$ cat config.mk
export PLATFORM = sky130hd
export DESIGN_NAME = aac_control_top
export DESIGN_NICKNAME = d
export VERILOG_FILES = /design/src/hdl/aac_pkg.sv /design/src/hdl/aac_cfg_clock_div.sv /design/src/hdl/aac_control_top.sv
export SDC_FILE = /design/constraint.sdc
export NUM_CORES = 1
export LEC_CHECK = 0
export BUFFER_PORTS_ARGS = -buffer_cell sky130_fd_sc_hd__buf_2
export CAP_MARGIN = 40
export CORE_ASPECT_RATIO = 1.25
export CORE_UTILIZATION = 53
export DETAILED_ROUTE_END_ITERATION = 16
export PLACE_DENSITY = 0.82
export SLEW_MARGIN = 40
export SYNTH_ARGS = -nofsm -noshare
export SYNTH_HDL_FRONTEND = slang
export SYNTH_HIERARCHICAL = 1
export SYNTH_SLANG_ARGS = --single-unit
export TNS_END_PERCENT = 30
$ cat constraint.sdc
create_clock -name ref_clk -period 1.5 [get_ports ref_clk]
set_input_delay 0 -clock ref_clk [delete_from_list [all_inputs] [get_ports ref_clk]]
set_output_delay 0 -clock ref_clk [all_outputs]
set_load 0.02 [all_outputs]
$ cat src/hdl/aac_pkg.sv
package aac_pkg;

  // *****************************************************************
  // Clocking
  // *****************************************************************
  localparam int PCLK_FREQ_MHZ   = 250;
  localparam int CFG_CLK_MAX_MHZ = 10;
  // Rounded up so the slow clock never exceeds its limit
  localparam int CFG_CLK_DIV     = (PCLK_FREQ_MHZ + CFG_CLK_MAX_MHZ - 1) / CFG_CLK_MAX_MHZ;
  localparam int CFG_CLK_HALF    = CFG_CLK_DIV / 2;
  localparam int CFG_DIV_W       = $clog2(CFG_CLK_DIV);

  // *****************************************************************
  // Widths
  // *****************************************************************
  localparam int ADDR_W   = 7;
  localparam int DATA_W   = 16;
  localparam int STROBE_W = 10;
  localparam int TEMP_W   = 11;
  localparam int CFG_W    = 8;
  localparam int RESULT_W = 12;
  localparam int INT_W    = 7;

  // *****************************************************************
  // Register offsets
  // *****************************************************************
  localparam logic [ADDR_W-1:0] ADDR_CFG_CTRL    = 7'h00;
  localparam logic [ADDR_W-1:0] ADDR_CFG_ADDR    = 7'h04;
  localparam logic [ADDR_W-1:0] ADDR_CFG_DATA    = 7'h08;
  localparam logic [ADDR_W-1:0] ADDR_CUR_STROBE  = 7'h14;
  localparam logic [ADDR_W-1:0] ADDR_TEMP_STROBE = 7'h18;
  localparam logic [ADDR_W-1:0] ADDR_GATE_EN     = 7'h1c;
  localparam logic [ADDR_W-1:0] ADDR_CONV_STATUS = 7'h20;
  localparam logic [ADDR_W-1:0] ADDR_INT_MASK    = 7'h2c;
  localparam logic [ADDR_W-1:0] ADDR_INT_FLAGS   = 7'h30;

  // *****************************************************************
  // Field positions
  // *****************************************************************
  localparam int CTRL_RESET_BIT    = 0;
  localparam int CTRL_RD_START_BIT = 1;
  localparam int CTRL_RST_BUSY_BIT = 2;
  localparam int CTRL_RD_BUSY_BIT  = 3;
  localparam int CTRL_WR_BUSY_BIT  = 4;
  localparam int TEMP_INT_BIT      = 10;
  localparam int STAT_CAL_BIT      = 15;
  localparam int STAT_SAMPLE_BIT   = 14;
  localparam int STAT_BUSY_BIT     = 13;
  localparam int STAT_VALID_BIT    = 12;

  localparam int INT_CAL_START  = 0;
  localparam int INT_CAL_END    = 1;
  localparam int INT_CONV_START = 2;
  localparam int INT_VALID_RISE = 3;
  localparam int INT_CFG_WR     = 4;
  localparam int INT_CFG_RD     = 5;
  localparam int INT_MATCH      = 6;

  // Bits removed by the strip option
  localparam logic [INT_W-1:0] INT_STRIP_MASK = 7'h4f;

  // *****************************************************************
  // Reset values
  // *****************************************************************
  localparam logic [DATA_W-1:0]   REG_RESET    = 16'h0000;
  localparam logic [STROBE_W-1:0] STROBE_RESET = 10'h000;
  localparam logic [TEMP_W-1:0]   TEMP_RESET   = 11'h000;
  localparam logic [INT_W-1:0]    INT_RESET    = 7'h00;
  localparam logic [CFG_W-1:0]    CFG_RESET_V  = 8'h00;

  typedef enum logic [1:0] {
    CFG_IDLE  = 2'b00,
    CFG_RESET = 2'b01,
    CFG_READ  = 2'b10,
    CFG_WRITE = 2'b11
  } aac_cfg_state_t;

endpackage

$ cat src/hdl/aac_cfg_clock_div.sv
`timescale 1ns/1ps
`default_nettype none
module aac_cfg_clock_div
(
  input  wire logic ref_clk,
  input  wire logic rst,
  output var  logic cfgClk,
  output var  logic cfgFallEn
);

  logic [aac_pkg::CFG_DIV_W-1:0] cnt_q;
  logic [aac_pkg::CFG_DIV_W-1:0] cnt_d;
  logic                          clk_q;
  logic                          clk_d;
  logic                          fall_q;
  logic                          fall_d;

  // *****************************************************************
  // Divider
  // *****************************************************************
  // divide to slow clock
  always_comb
  begin
    if (cnt_q == aac_pkg::CFG_DIV_W'(aac_pkg::CFG_CLK_DIV - 1))
      cnt_d = '0;
    else
      cnt_d = cnt_q + aac_pkg::CFG_DIV_W'(1);
    clk_d  = (cnt_d < aac_pkg::CFG_DIV_W'(aac_pkg::CFG_CLK_HALF));
    fall_d = (cnt_d == aac_pkg::CFG_DIV_W'(aac_pkg::CFG_CLK_HALF));
  end

  always_ff @(posedge ref_clk)
  begin
    if (rst)
    begin
      // Parked on the last count to match the low clock, so the first
      // slow period after reset is full length and never too fast
      cnt_q  <= aac_pkg::CFG_DIV_W'(aac_pkg::CFG_CLK_DIV - 1);
      clk_q  <= 1'b0;
      fall_q <= 1'b0;
    end
    else
    begin
      cnt_q  <= cnt_d;
      clk_q  <= clk_d;
      fall_q <= fall_d;
    end
  end

  assign cfgClk    = clk_q;
  assign cfgFallEn = fall_q;

endmodule
`default_nettype wire

$ cat src/hdl/aac_control_top.sv
`timescale 1ns/1ps
`default_nettype none
module aac_control_top
#(
  parameter int                             RESULT_SHIFT    = 0,
  parameter bit                             STRIP_INT_LOGIC = 1'b0,
  parameter logic [aac_pkg::STROBE_W-1:0]   GATE_DRIVER_CFG = 10'h3ff
)
(
  input  wire logic                          ref_clk,
  input  wire logic                          rst,
  input  wire logic                          PSEL,
  input  wire logic                          PENABLE,
  input  wire logic                          PWRITE,
  input  wire logic [aac_pkg::ADDR_W-1:0]    PADDR,
  input  wire logic [aac_pkg::DATA_W-1:0]    PWDATA,
  output var  logic [aac_pkg::DATA_W-1:0]    PRDATA,
  input  wire logic                          adcCalibrate,
  input  wire logic                          adcSample,
  input  wire logic                          adcBusy,
  input  wire logic                          resultValid,
  input  wire logic [aac_pkg::RESULT_W-1:0]  adcResult,
  input  wire logic                          counterMatchOutput,
  input  wire logic [aac_pkg::CFG_W-1:0]     cfgRdata,
  output var  logic                          interruptOut,
  output var  logic [aac_pkg::STROBE_W-1:0]  currentMonitorStrobes,
  output var  logic [aac_pkg::STROBE_W-1:0]  temperatureMonitorStrobes,
  output var  logic                          internalTempStrobe,
  output var  logic [aac_pkg::STROBE_W-1:0]  gateDriverEnables,
  output var  logic                          cfgClk,
  output var  logic [aac_pkg::CFG_W-1:0]     cfgAddr,
  output var  logic [aac_pkg::CFG_W-1:0]     cfgWdata,
  output var  logic                          cfgWriteStrobe,
  output var  logic                          cfgReadStrobe,
  output var  logic                          cfgResetStrobe
);

  // *****************************************************************
  // Declarations
  // *****************************************************************
  logic                          wrAccess;
  logic                          rdSetup;
  logic                          rdAccess;
  logic                          cfgFallEn;

  logic [aac_pkg::STROBE_W-1:0]  cmStrobe_q;
  logic [aac_pkg::STROBE_W-1:0]  cmStrobe_d;
  logic [aac_pkg::TEMP_W-1:0]    tmStrobe_q;
  logic [aac_pkg::TEMP_W-1:0]    tmStrobe_d;
  logic [aac_pkg::STROBE_W-1:0]  gdEnable_q;
  logic [aac_pkg::STROBE_W-1:0]  gdEnable_d;
  logic [aac_pkg::STROBE_W-1:0]  gdImpl;
  logic [aac_pkg::INT_W-1:0]     interrupt_enable_bits_q;
  logic [aac_pkg::INT_W-1:0]     interrupt_enable_bits_d;
  logic [aac_pkg::CFG_W-1:0]     cfgAddr_q;
  logic [aac_pkg::CFG_W-1:0]     cfgAddr_d;
  logic [aac_pkg::CFG_W-1:0]     cfgWdata_q;
  logic [aac_pkg::CFG_W-1:0]     cfgWdata_d;

  logic                          calPrev_q;
  logic                          busyPrev_q;
  logic                          validPrev_q;
  logic                          matchPrev_q;
  logic [aac_pkg::INT_W-1:0]     flags_q;
  logic [aac_pkg::INT_W-1:0]     flags_d;
  logic [aac_pkg::INT_W-1:0]     clrMask_q;
  logic [aac_pkg::INT_W-1:0]     clrMask_d;
  logic [aac_pkg::INT_W-1:0]     events;
  logic [aac_pkg::INT_W-1:0]     keepMask;
  logic                          irq_q;
  logic                          irq_d;

  aac_pkg::aac_cfg_state_t       cfgState_q;
  aac_pkg::aac_cfg_state_t       cfgState_d;
  logic                          armed_q;
  logic                          armed_d;
  logic                          cfgRd_q;
  logic                          cfgRd_d;
  logic                          cfgWr_q;
  logic                          cfgWr_d;
  logic                          cfgRst_q;
  logic                          cfgRst_d;
  logic [aac_pkg::CFG_W-1:0]     cfgRdData_q;
  logic [aac_pkg::CFG_W-1:0]     cfgRdData_d;
  logic                          cfgRdDone;
  logic                          cfgWrDone;

  logic [aac_pkg::RESULT_W-1:0]  shiftedResult;
  logic [aac_pkg::DATA_W-1:0]    rdValue;
  logic [aac_pkg::DATA_W-1:0]    prdata_q;
  logic [aac_pkg::DATA_W-1:0]    prdata_d;

  // *****************************************************************
  // Slow clock
  // *****************************************************************
  aac_cfg_clock_div u_clock_div
  (
    .ref_clk   (ref_clk),
    .rst       (rst),
    .cfgClk    (cfgClk),
    .cfgFallEn (cfgFallEn)
  );

  // *****************************************************************
  // Bus decode
  // *****************************************************************
  assign wrAccess = PSEL & PENABLE & PWRITE;
  assign rdSetup  = PSEL & ~PENABLE & ~PWRITE;
  assign rdAccess = PSEL & PENABLE & ~PWRITE;

  for (genvar g = 0; g < aac_pkg::STROBE_W; g++)
  begin : g_gate
    assign gdImpl[g] = GATE_DRIVER_CFG[g];
  end

  assign keepMask = STRIP_INT_LOGIC ? ~aac_pkg::INT_STRIP_MASK : {aac_pkg::INT_W{1'b1}};

  // *****************************************************************
  // Control registers
  // *****************************************************************
  always_comb
  begin
    cmStrobe_d = cmStrobe_q;
    tmStrobe_d = tmStrobe_q;
    gdEnable_d = gdEnable_q;
    interrupt_enable_bits_d    = interrupt_enable_bits_q;
    cfgAddr_d  = cfgAddr_q;
    cfgWdata_d = cfgWdata_q;
    if (wrAccess)
    begin
      case (PADDR)
        aac_pkg::ADDR_CUR_STROBE:  cmStrobe_d = PWDATA[aac_pkg::STROBE_W-1:0];
        aac_pkg::ADDR_TEMP_STROBE: tmStrobe_d = PWDATA[aac_pkg::TEMP_W-1:0];
        aac_pkg::ADDR_GATE_EN:     gdEnable_d = PWDATA[aac_pkg::STROBE_W-1:0] & gdImpl;
        aac_pkg::ADDR_INT_MASK:    interrupt_enable_bits_d = PWDATA[aac_pkg::INT_W-1:0] & keepMask;
        aac_pkg::ADDR_CFG_ADDR:    cfgAddr_d = PWDATA[aac_pkg::CFG_W-1:0];
        aac_pkg::ADDR_CFG_DATA:
        begin
          // Writes are dropped while a cycle is in flight
          if (cfgState_q == aac_pkg::CFG_IDLE)
            cfgWdata_d = PWDATA[aac_pkg::CFG_W-1:0];
        end
        default:                   cmStrobe_d = cmStrobe_q;
      endcase
    end
  end

  always_ff @(posedge ref_clk)
  begin
    if (rst)
    begin
      cmStrobe_q <= aac_pkg::STROBE_RESET;
      tmStrobe_q <= aac_pkg::TEMP_RESET;
      gdEnable_q <= aac_pkg::STROBE_RESET;
      interrupt_enable_bits_q    <= aac_pkg::INT_RESET;
      cfgAddr_q  <= aac_pkg::CFG_RESET_V;
      cfgWdata_q <= aac_pkg::CFG_RESET_V;
    end
    else
    begin
      cmStrobe_q <= cmStrobe_d;
      tmStrobe_q <= tmStrobe_d;
      gdEnable_q <= gdEnable_d;
      interrupt_enable_bits_q    <= interrupt_enable_bits_d;
      cfgAddr_q  <= cfgAddr_d;
      cfgWdata_q <= cfgWdata_d;
    end
  end

  // *****************************************************************
  // Configuration cycle sequencer
  // *****************************************************************
  // Strobes change one fast cycle after the slow clock falls, so they
  // are stable for a whole slow period around its rising edge.
  always_comb
  begin
    cfgState_d  = cfgState_q;
    armed_d     = armed_q;
    cfgRdData_d = cfgRdData_q;
    cfgRdDone   = 1'b0;
    cfgWrDone   = 1'b0;
    case (cfgState_q)
      aac_pkg::CFG_IDLE:
      begin
        armed_d = 1'b0;
        if (wrAccess && PADDR == aac_pkg::ADDR_CFG_DATA)
          cfgState_d = aac_pkg::CFG_WRITE;
        else if (wrAccess && PADDR == aac_pkg::ADDR_CFG_CTRL)
        begin
          if (PWDATA[aac_pkg::CTRL_RESET_BIT])
            cfgState_d = aac_pkg::CFG_RESET;
          else if (PWDATA[aac_pkg::CTRL_RD_START_BIT])
            cfgState_d = aac_pkg::CFG_READ;
        end
      end
      aac_pkg::CFG_RESET,
      aac_pkg::CFG_READ,
      aac_pkg::CFG_WRITE:
      begin
        if (cfgFallEn)
        begin
          if (!armed_q)
            armed_d = 1'b1;
          else
          begin
            armed_d    = 1'b0;
            cfgState_d = aac_pkg::CFG_IDLE;
            if (cfgState_q == aac_pkg::CFG_READ)
            begin
              cfgRdData_d = cfgRdata;
              cfgRdDone   = 1'b1;
            end
            if (cfgState_q == aac_pkg::CFG_WRITE)
              cfgWrDone = 1'b1;
          end
        end
      end
      default:
      begin
        cfgState_d = aac_pkg::CFG_IDLE;
        armed_d    = 1'b0;
      end
    endcase
    cfgRd_d  = armed_d && (cfgState_d == aac_pkg::CFG_READ);
    cfgWr_d  = armed_d && (cfgState_d == aac_pkg::CFG_WRITE);
    cfgRst_d = armed_d && (cfgState_d == aac_pkg::CFG_RESET);
  end

  always_ff @(posedge ref_clk)
  begin
    // A reset cycle runs after every reset release
    if (rst)
    begin
      cfgState_q  <= aac_pkg::CFG_RESET;
      armed_q     <= 1'b0;
      cfgRd_q     <= 1'b0;
      cfgWr_q     <= 1'b0;
      cfgRst_q    <= 1'b0;
      cfgRdData_q <= aac_pkg::CFG_RESET_V;
    end
    else
    begin
      cfgState_q  <= cfgState_d;
      armed_q     <= armed_d;
      cfgRd_q     <= cfgRd_d;
      cfgWr_q     <= cfgWr_d;
      cfgRst_q    <= cfgRst_d;
      cfgRdData_q <= cfgRdData_d;
    end
  end

  // *****************************************************************
  // Interrupt flags
  // *****************************************************************
  always_comb
  begin
    events = aac_pkg::INT_RESET;
    events[aac_pkg::INT_CAL_START]  = adcCalibrate & ~calPrev_q;
    events[aac_pkg::INT_CAL_END]    = ~adcCalibrate & calPrev_q;
    events[aac_pkg::INT_CONV_START] = adcBusy & ~busyPrev_q;
    events[aac_pkg::INT_VALID_RISE] = resultValid & ~validPrev_q;
    events[aac_pkg::INT_CFG_WR]     = cfgWrDone;
    events[aac_pkg::INT_CFG_RD]     = cfgRdDone;
    events[aac_pkg::INT_MATCH]      = counterMatchOutput & ~matchPrev_q;

    // Only bits seen by the read are cleared, later arrivals survive
    clrMask_d = rdSetup && PADDR == aac_pkg::ADDR_INT_FLAGS ? flags_q : aac_pkg::INT_RESET;
    if (rdAccess && PADDR == aac_pkg::ADDR_INT_FLAGS)
      flags_d = (flags_q & ~clrMask_q) | events;
    else
      flags_d = flags_q | events;
    flags_d = flags_d & keepMask;
    irq_d = |(flags_q & interrupt_enable_bits_q);
  end

  always_ff @(posedge ref_clk)
  begin
    if (rst)
    begin
      calPrev_q   <= 1'b0;
      busyPrev_q  <= 1'b0;
      validPrev_q <= 1'b0;
      matchPrev_q <= 1'b0;
      flags_q     <= aac_pkg::INT_RESET;
      clrMask_q   <= aac_pkg::INT_RESET;
      irq_q       <= 1'b0;
    end
    else
    begin
      calPrev_q   <= adcCalibrate;
      busyPrev_q  <= adcBusy;
      validPrev_q <= resultValid;
      matchPrev_q <= counterMatchOutput;
      flags_q     <= flags_d;
      clrMask_q   <= clrMask_d;
      irq_q       <= irq_d;
    end
  end

  // *****************************************************************
  // Read data
  // *****************************************************************
  // result shift
  always_comb
  begin
    case (RESULT_SHIFT)
      2:       shiftedResult = {2'h0, adcResult[aac_pkg::RESULT_W-1:2]};
      4:       shiftedResult = {4'h0, adcResult[aac_pkg::RESULT_W-1:4]};
      default: shiftedResult = adcResult;
    endcase
  end

  always_comb
  begin
    rdValue = aac_pkg::REG_RESET;
    case (PADDR)
      aac_pkg::ADDR_CFG_CTRL:
      begin
        rdValue[aac_pkg::CTRL_RST_BUSY_BIT] = (cfgState_q == aac_pkg::CFG_RESET);
        rdValue[aac_pkg::CTRL_RD_BUSY_BIT]  = (cfgState_q == aac_pkg::CFG_READ);
        rdValue[aac_pkg::CTRL_WR_BUSY_BIT]  = (cfgState_q == aac_pkg::CFG_WRITE);
      end
      aac_pkg::ADDR_CFG_ADDR:    rdValue[aac_pkg::CFG_W-1:0] = cfgAddr_q;
      aac_pkg::ADDR_CFG_DATA:    rdValue[aac_pkg::CFG_W-1:0] = cfgRdData_q;
      aac_pkg::ADDR_CUR_STROBE:  rdValue[aac_pkg::STROBE_W-1:0] = cmStrobe_q;
      aac_pkg::ADDR_TEMP_STROBE: rdValue[aac_pkg::TEMP_W-1:0] = tmStrobe_q;
      aac_pkg::ADDR_GATE_EN:     rdValue[aac_pkg::STROBE_W-1:0] = gdEnable_q;
      aac_pkg::ADDR_CONV_STATUS:
      begin
        rdValue[aac_pkg::STAT_CAL_BIT]    = adcCalibrate;
        rdValue[aac_pkg::STAT_SAMPLE_BIT] = adcSample;
        rdValue[aac_pkg::STAT_BUSY_BIT]   = adcBusy;
        rdValue[aac_pkg::STAT_VALID_BIT]  = resultValid;
        rdValue[aac_pkg::RESULT_W-1:0]    = shiftedResult;
      end
      aac_pkg::ADDR_INT_MASK:    rdValue[aac_pkg::INT_W-1:0] = interrupt_enable_bits_q;
      aac_pkg::ADDR_INT_FLAGS:   rdValue[aac_pkg::INT_W-1:0] = flags_q;
      default:                   rdValue = aac_pkg::REG_RESET;
    endcase
    // Captured in setup so the access phase sees a registered value
    prdata_d = rdSetup ? rdValue : prdata_q;
  end

  always_ff @(posedge ref_clk)
  begin
    if (rst)
      prdata_q <= aac_pkg::REG_RESET;
    else
      prdata_q <= prdata_d;
  end

  // *****************************************************************
  // Outputs
  // *****************************************************************
  assign PRDATA                    = prdata_q;
  assign interruptOut              = irq_q;
  assign currentMonitorStrobes     = cmStrobe_q;
  assign temperatureMonitorStrobes = tmStrobe_q[aac_pkg::STROBE_W-1:0];
  assign internalTempStrobe        = tmStrobe_q[aac_pkg::TEMP_INT_BIT];
  assign gateDriverEnables         = gdEnable_q;
  assign cfgAddr                   = cfgAddr_q;
  assign cfgWdata                  = cfgWdata_q;
  assign cfgWriteStrobe            = cfgWr_q;
  assign cfgReadStrobe             = cfgRd_q;
  assign cfgResetStrobe            = cfgRst_q;

endmodule
`default_nettype wire

==> flow_summary.html <==
<table>
<tr><th>Metric</th><th>Value</th></tr>
<tr><th colspan="2">Routing</th></tr>
<tr><td>Average wire per standard cell</td><td>17.5 um</td></tr>
<tr><td>Via count of the routed design</td><td>4695</td></tr>
<tr><td># DRC</td><td>0</td></tr>
<tr><td>Antenna viol nets, final</td><td>0</td></tr>
<tr><td>Mean number of vias per cell</td><td>5.68</td></tr>
<tr><td>Violation count after the first detailed-routing iteration</td><td>355</td></tr>
<tr><td>Total Routed Length</td><td>14500 um</td></tr>
<tr><td>Detailed Routing Iterations Pass 1</td><td>5</td></tr>
<tr><th colspan="2">Finish</th></tr>
<tr><td>Share of cells above drive strength 1</td><td>28.6%</td></tr>
<tr><td>Highest-count cells in the layout ignoring fill and taps</td><td>sky130_fd_sc_hd__buf_2 (115), sky130_fd_sc_hd__dfxtp_1 (109), sky130_fd_sc_hd__nor2_1 (67), sky130_fd_sc_hd__mux2i_1 (51)</td></tr>
<tr><td>Post-synthesis to final-layout area growth</td><td>30.6%</td></tr>
<tr><td>Non-filler cells, final</td><td>827</td></tr>
<tr><td>Antenna diode count</td><td>0</td></tr>
<tr><td>Filler cell count</td><td>680</td></tr>
<tr><td>Number of nets in the final layout</td><td>758</td></tr>
<tr><td>Commonest non-fill, non-tap cell in the layout</td><td>sky130_fd_sc_hd__buf_2</td></tr>
<tr><th colspan="2">STA</th></tr>
<tr><td>Number of pins with negative max-slew slack in the final report</td><td>0</td></tr>
<tr><td>Setup repair after global routing missed its margin</td><td>no</td></tr>
<tr><td>Worst slew slack as a fraction of its limit</td><td>64.0%</td></tr>
<tr><td>Period minus WS final</td><td>1370 ps</td></tr>
<tr><td>Slew at the pin closest to its max-slew limit</td><td>540 ps</td></tr>
<tr><td>Hold violation total from the final report</td><td>0</td></tr>
<tr><td>PnR worst setup slack</td><td>125 ps</td></tr>
<tr><td>Total of endpoints with negative setup slack in the final report</td><td>0</td></tr>
<tr><td>Crit share post-route</td><td>91.6%</td></tr>
<tr><td>Clock skew</td><td>12.2 ps</td></tr>
<tr><td>Highest Clock Rate</td><td>727 MHz</td></tr>
<tr><th colspan="2">Synthesis</th></tr>
<tr><td>Number of nets in the synthesized netlist</td><td>585</td></tr>
<tr><td>Number of warnings printed during yosys synthesis</td><td>6</td></tr>
<tr><td>Adder-cell share of the synthesized area</td><td>0.772%</td></tr>
<tr><td>Multiplexer share of the synthesized area</td><td>11.7%</td></tr>
<tr><td>Basic-gate share of the synthesized area counting and, or, nand and nor cells</td><td>23.7%</td></tr>
<tr><td>Number of synthesized flops with an enable pin</td><td>0</td></tr>
<tr><td>Count of different cell masters after synthesis</td><td>59</td></tr>
<tr><td>Ys flop type</td><td>sky130_fd_sc_hd__dfxtp_1</td></tr>
<tr><td>Share of flip-flops with an asynchronous set or reset</td><td>0%</td></tr>
<tr><td>Sequential element share of the synthesized area</td><td>45.3%</td></tr>
<tr><td>Number of storage elements in the synthesis netlist</td><td>110</td></tr>
<tr><td>Area share of xor/xnor cells in the synthesized design</td><td>0.180%</td></tr>
<tr><td>Total standard cell area after synthesis</td><td>4860 um2</td></tr>
<tr><td>Combinational family with the most area after synthesis</td><td>simple AND/OR/NAND/NOR gates</td></tr>
<tr><td>Gate count of the mapped netlist</td><td>529</td></tr>
<tr><td>Compound-cell area share of the yosys netlist</td><td>14.2%</td></tr>
<tr><td>Mean cell area of the mapped netlist</td><td>9.19 um2</td></tr>
<tr><th colspan="2">Floorplan</th></tr>
<tr><td>Placement row count</td><td>38</td></tr>
<tr><td>Chip Height</td><td>109 um</td></tr>
<tr><td>Area of the die</td><td>9560 um2</td></tr>
<tr><td>Effective utilization at floorplan</td><td>55.2%</td></tr>
<tr><td>Horizontal die dimension</td><td>87.6 um</td></tr>
<tr><td>Std-Cell Core Area</td><td>8800 um2</td></tr>
<tr><td>Number of primary I/O pins</td><td>121</td></tr>
<tr><th colspan="2">Critical path</th></tr>
<tr><td>Buffers and inverters on the worst path</td><td>0</td></tr>
<tr><td>Kind of cell with the highest combined delay on the critical path</td><td>adder cells</td></tr>
<tr><td>Setup CP Type</td><td>reg2reg</td></tr>
<tr><td>Startpoint type of the worst setup path</td><td>register</td></tr>
<tr><td>Data arrival time of the critical path</td><td>1640 ps</td></tr>
<tr><td>Slack of the worst reg-to-reg path</td><td>130 ps</td></tr>
<tr><td>Max incr delay on CP</td><td>400 ps</td></tr>
<tr><td>Cell with the biggest individual delay on the critical path</td><td>sky130_fd_sc_hd__ha_1</td></tr>
<tr><td>Worst endpoint required time</td><td>1770 ps</td></tr>
<tr><td>Worst path cell trace</td><td>ha_1 &gt; nand2_1 &gt; nand2_1 &gt; a21oi_1</td></tr>
<tr><td>Library cell appearing most often on the critical path</td><td>sky130_fd_sc_hd__nand2_1</td></tr>
<tr><td>Endpoint type of the worst setup path</td><td>register</td></tr>
<tr><td>Highest net fanout along the worst path</td><td>9</td></tr>
<tr><th colspan="2">Clock tree</th></tr>
<tr><td>Number of clock buffers inserted by TritonCTS</td><td>9</td></tr>
<tr><td>Number of buffers inserted to repair setup after CTS</td><td>0</td></tr>
<tr><td>Clk buf depth</td><td>2</td></tr>
<tr><td>H-Tree Level Count</td><td>3</td></tr>
<tr><td>Clock tree from TritonCTS</td><td>built</td></tr>
<tr><td>Worst skew pair latency</td><td>380 ps</td></tr>
<tr><td>Total number of clock tree sinks</td><td>110</td></tr>
<tr><td>Clock transition time at the flip-flop clock pins of the worst setup and hold paths</td><td>100 ps</td></tr>
<tr><td>Clock root cell</td><td>sky130_fd_sc_hd__clkbuf_8</td></tr>
<tr><th colspan="2">Power</th></tr>
<tr><td>Maximum ir drop on the vdd rail</td><td>719 uV</td></tr>
<tr><td>Switching fraction of total power</td><td>26.6%</td></tr>
<tr><td>Combinational fraction of design power</td><td>13.5%</td></tr>
<tr><td>Total leakage power</td><td>2.95 nW</td></tr>
<tr><td>Proportion of power drawn by the clock network</td><td>33.7%</td></tr>
<tr><td>Sw power</td><td>1.57 mW</td></tr>
<tr><td>Total power per unit cell area</td><td>926 nW/um2</td></tr>
<tr><td>Internal power consumption</td><td>4.31 mW</td></tr>
<tr><td>Sequential power share</td><td>52.7%</td></tr>
<tr><th colspan="2">Placed design</th></tr>
<tr><td>Count of input and output buffers</td><td>115</td></tr>
<tr><td>Minimum setup slack after placement</td><td>-4.25 ps</td></tr>
<tr><td>Placed cells</td><td>780</td></tr>
<tr><td>Post-DP HPWL</td><td>10600 um</td></tr>
<tr><td>RD Place Congestion</td><td>1.05</td></tr>
<tr><th colspan="2">Hold path</th></tr>
<tr><td>Min-delay worst type</td><td>in2reg</td></tr>
<tr><th colspan="2">Global route</th></tr>
<tr><td>Overall fraction of global-route tracks in use</td><td>31.5%</td></tr>
<tr><td>Global-route wire length before repair</td><td>22600 um</td></tr>
<tr><td>Via count of the first global-routing pass</td><td>4563</td></tr>
<tr><td>GRT Residual Overflow</td><td>0</td></tr>
<tr><td>Largest net degree at the start of global routing</td><td>45</td></tr>
<tr><td>Antenna violations before repair</td><td>0</td></tr>
<tr><th colspan="2">Outcome</th></tr>
<tr><td>Run status</td><td>finished, final reports clean</td></tr>
<tr><th colspan="2">Job</th></tr>
<tr><td>MaxCap Viol Count</td><td>0</td></tr>
</table>
## path summary, 6_finish.rpt
| path | endpoint | depth (start not counted) | startpoint |
|---|---|---|---|
| setup / recovery | cfgRdData_q[7] | 4 | u_clock_div/cfgFallEn |
| hold / removal | PRDATA[2] | 4 | adcResult[2] |
| setup reg to reg | cfgRdData_q[7] | 4 | u_clock_div/cfgFallEn |
| hold reg to reg | PRDATA[11] | 2 | PRDATA[11] |
## metrics by stage
step	area, um2	hold WS, ps	setup TNS [ps]	util [%]	power [mW]
2_1_floorplan	4860	71.6	0	-	3.60
3_3_place_gp	5820	227	0	66.1	3.84
3_5_place_dp	5820	243	-5.15	66.1	3.89
4_1_cts	6350	22.0	0	72.1	5.90
5_1_grt	6350	44.1	0	72.2	6.09
6_report	6350	36.6	0	72.2	5.88
## routing by layer
layer	track usage (%)	part of all wire [%]	vias up	wire [um]
met3	6.51	6.0	47	865
met4	16.3	4.0	0	573
met2	52.7	49	191	7030
li1	-	-	2231	-
met5	0	0	-	0
met1	38.1	41	2226	5980
## cell usage after synthesis (2+ instances only)
library cell               instances  share of area (%)
sky130_fd_sc_hd__a22oi_1          15                2.3
sky130_fd_sc_hd__and4b_1           2               0.41
sky130_fd_sc_hd__and2_1           10                1.3
sky130_fd_sc_hd__mux2i_1          51                 11
sky130_fd_sc_hd__nor3b_1           4               0.62
sky130_fd_sc_hd__o32ai_1           2               0.36
sky130_fd_sc_hd__nor3_2            3               0.62
sky130_fd_sc_hd__nand2b_1          5               0.64
sky130_fd_sc_hd__nor2b_1          13                1.7
sky130_fd_sc_hd__a221oi_1          5               0.90
sky130_fd_sc_hd__a31oi_1           2               0.26
sky130_fd_sc_hd__o22ai_1           4               0.51
sky130_fd_sc_hd__o21ai_1           8               0.82
sky130_fd_sc_hd__and3_1            2               0.26
sky130_fd_sc_hd__o211ai_1          3               0.46
sky130_fd_sc_hd__buf_4             3               0.46
sky130_fd_sc_hd__mux2_2            5                1.2
sky130_fd_sc_hd__nor4b_4           2               0.98
sky130_fd_sc_hd__nor4_1            2               0.26
sky130_fd_sc_hd__buf_6             3               0.70
sky130_fd_sc_hd__nand4_2           2               0.51
sky130_fd_sc_hd__buf_2            11                1.1
sky130_fd_sc_hd__inv_1            10               0.77
sky130_fd_sc_hd__nor3_1            3               0.31
sky130_fd_sc_hd__and2b_1           2               0.31
sky130_fd_sc_hd__nand3_1          31                3.2
sky130_fd_sc_hd__a21oi_1          44                4.5
sky130_fd_sc_hd__nand3b_1          3               0.46
sky130_fd_sc_hd__nand4_1           4               0.51
sky130_fd_sc_hd__a22o_1            6                1.1
sky130_fd_sc_hd__ha_1              3               0.77
sky130_fd_sc_hd__clkbuf_1         14                1.1
sky130_fd_sc_hd__o21ai_0           2               0.21
sky130_fd_sc_hd__a222oi_1          2               0.41
sky130_fd_sc_hd__nor2_1           67                5.2
sky130_fd_sc_hd__dfxtp_1         110                 45
sky130_fd_sc_hd__a211oi_1          5               0.77
sky130_fd_sc_hd__nand2_1          45                3.5
## cell families after synthesis
group | count (synthesis)
simple gates | 211
flops | 110
compound gates | 106
mux | 56
buf+inv | 42
fa+ha+maj | 3
xor+xnor | 1
## state kept, by name (all words and copies together), names as in the netlist, 2 cells and up
| signal | count |
|---|---|
| PRDATA | 16 |
| cfgAddr | 8 |
| cfgRdData_q | 8 |
| cfgState_q | 2 |
| cfgWdata | 8 |
| clrMask_q | 7 |
| currentMonitorStrobes | 10 |
| flags_q | 7 |
| gateDriverEnables | 10 |
| interrupt_enable_bits_q | 7 |
| tmStrobe_q | 11 |
| u_clock_div/cnt_q | 5 |
## tightest hold or removal path, stage by stage
cell                      delay [ps]
sky130_fd_sc_hd__buf_2            90
sky130_fd_sc_hd__a22o_1          130
sky130_fd_sc_hd__o32ai_1          80
sky130_fd_sc_hd__nor2_1           80
## power groups by stage
| stage | clock (mW) | sequential [mW] | combinational (mW) |
|---|---|---|---|
| 4_1_cts | 2.01 | 3.10 | 0.787 |
| 3_5_place_dp | 0 | 3.17 | 0.722 |
| 5_1_grt | 2.11 | 3.11 | 0.870 |
| 6_report | 1.98 | 3.10 | 0.795 |
| 3_3_place_gp | 0 | 3.16 | 0.687 |
| 2_1_floorplan | 0 | 3.17 | 0.432 |
## what timing repair did
item / 4_1_cts / 5_1_grt
endpoints found under the setup margin: 0 / 1
endpoints found under the hold margin: 70 / 0
gates resized for setup: 0 / 1
hold buffers: 31 / 0
## final cells by class
cell class / instances / area [um2] / share of cell area, %
Tap cell: 120 / 150 / 2.37
Clock inverter: 7 / 96.3 / 1.52
Sequential cell: 110 / 2200 / 34.7
Inverter: 10 / 37.5 / 0.591
Multi-Input combinational cell: 377 / 2450 / 38.6
Clock buffer: 9 / 124 / 1.95
Timing Repair Buffer: 194 / 1280 / 20.2
No activity file was read; power rests on OpenSTA's default activity.
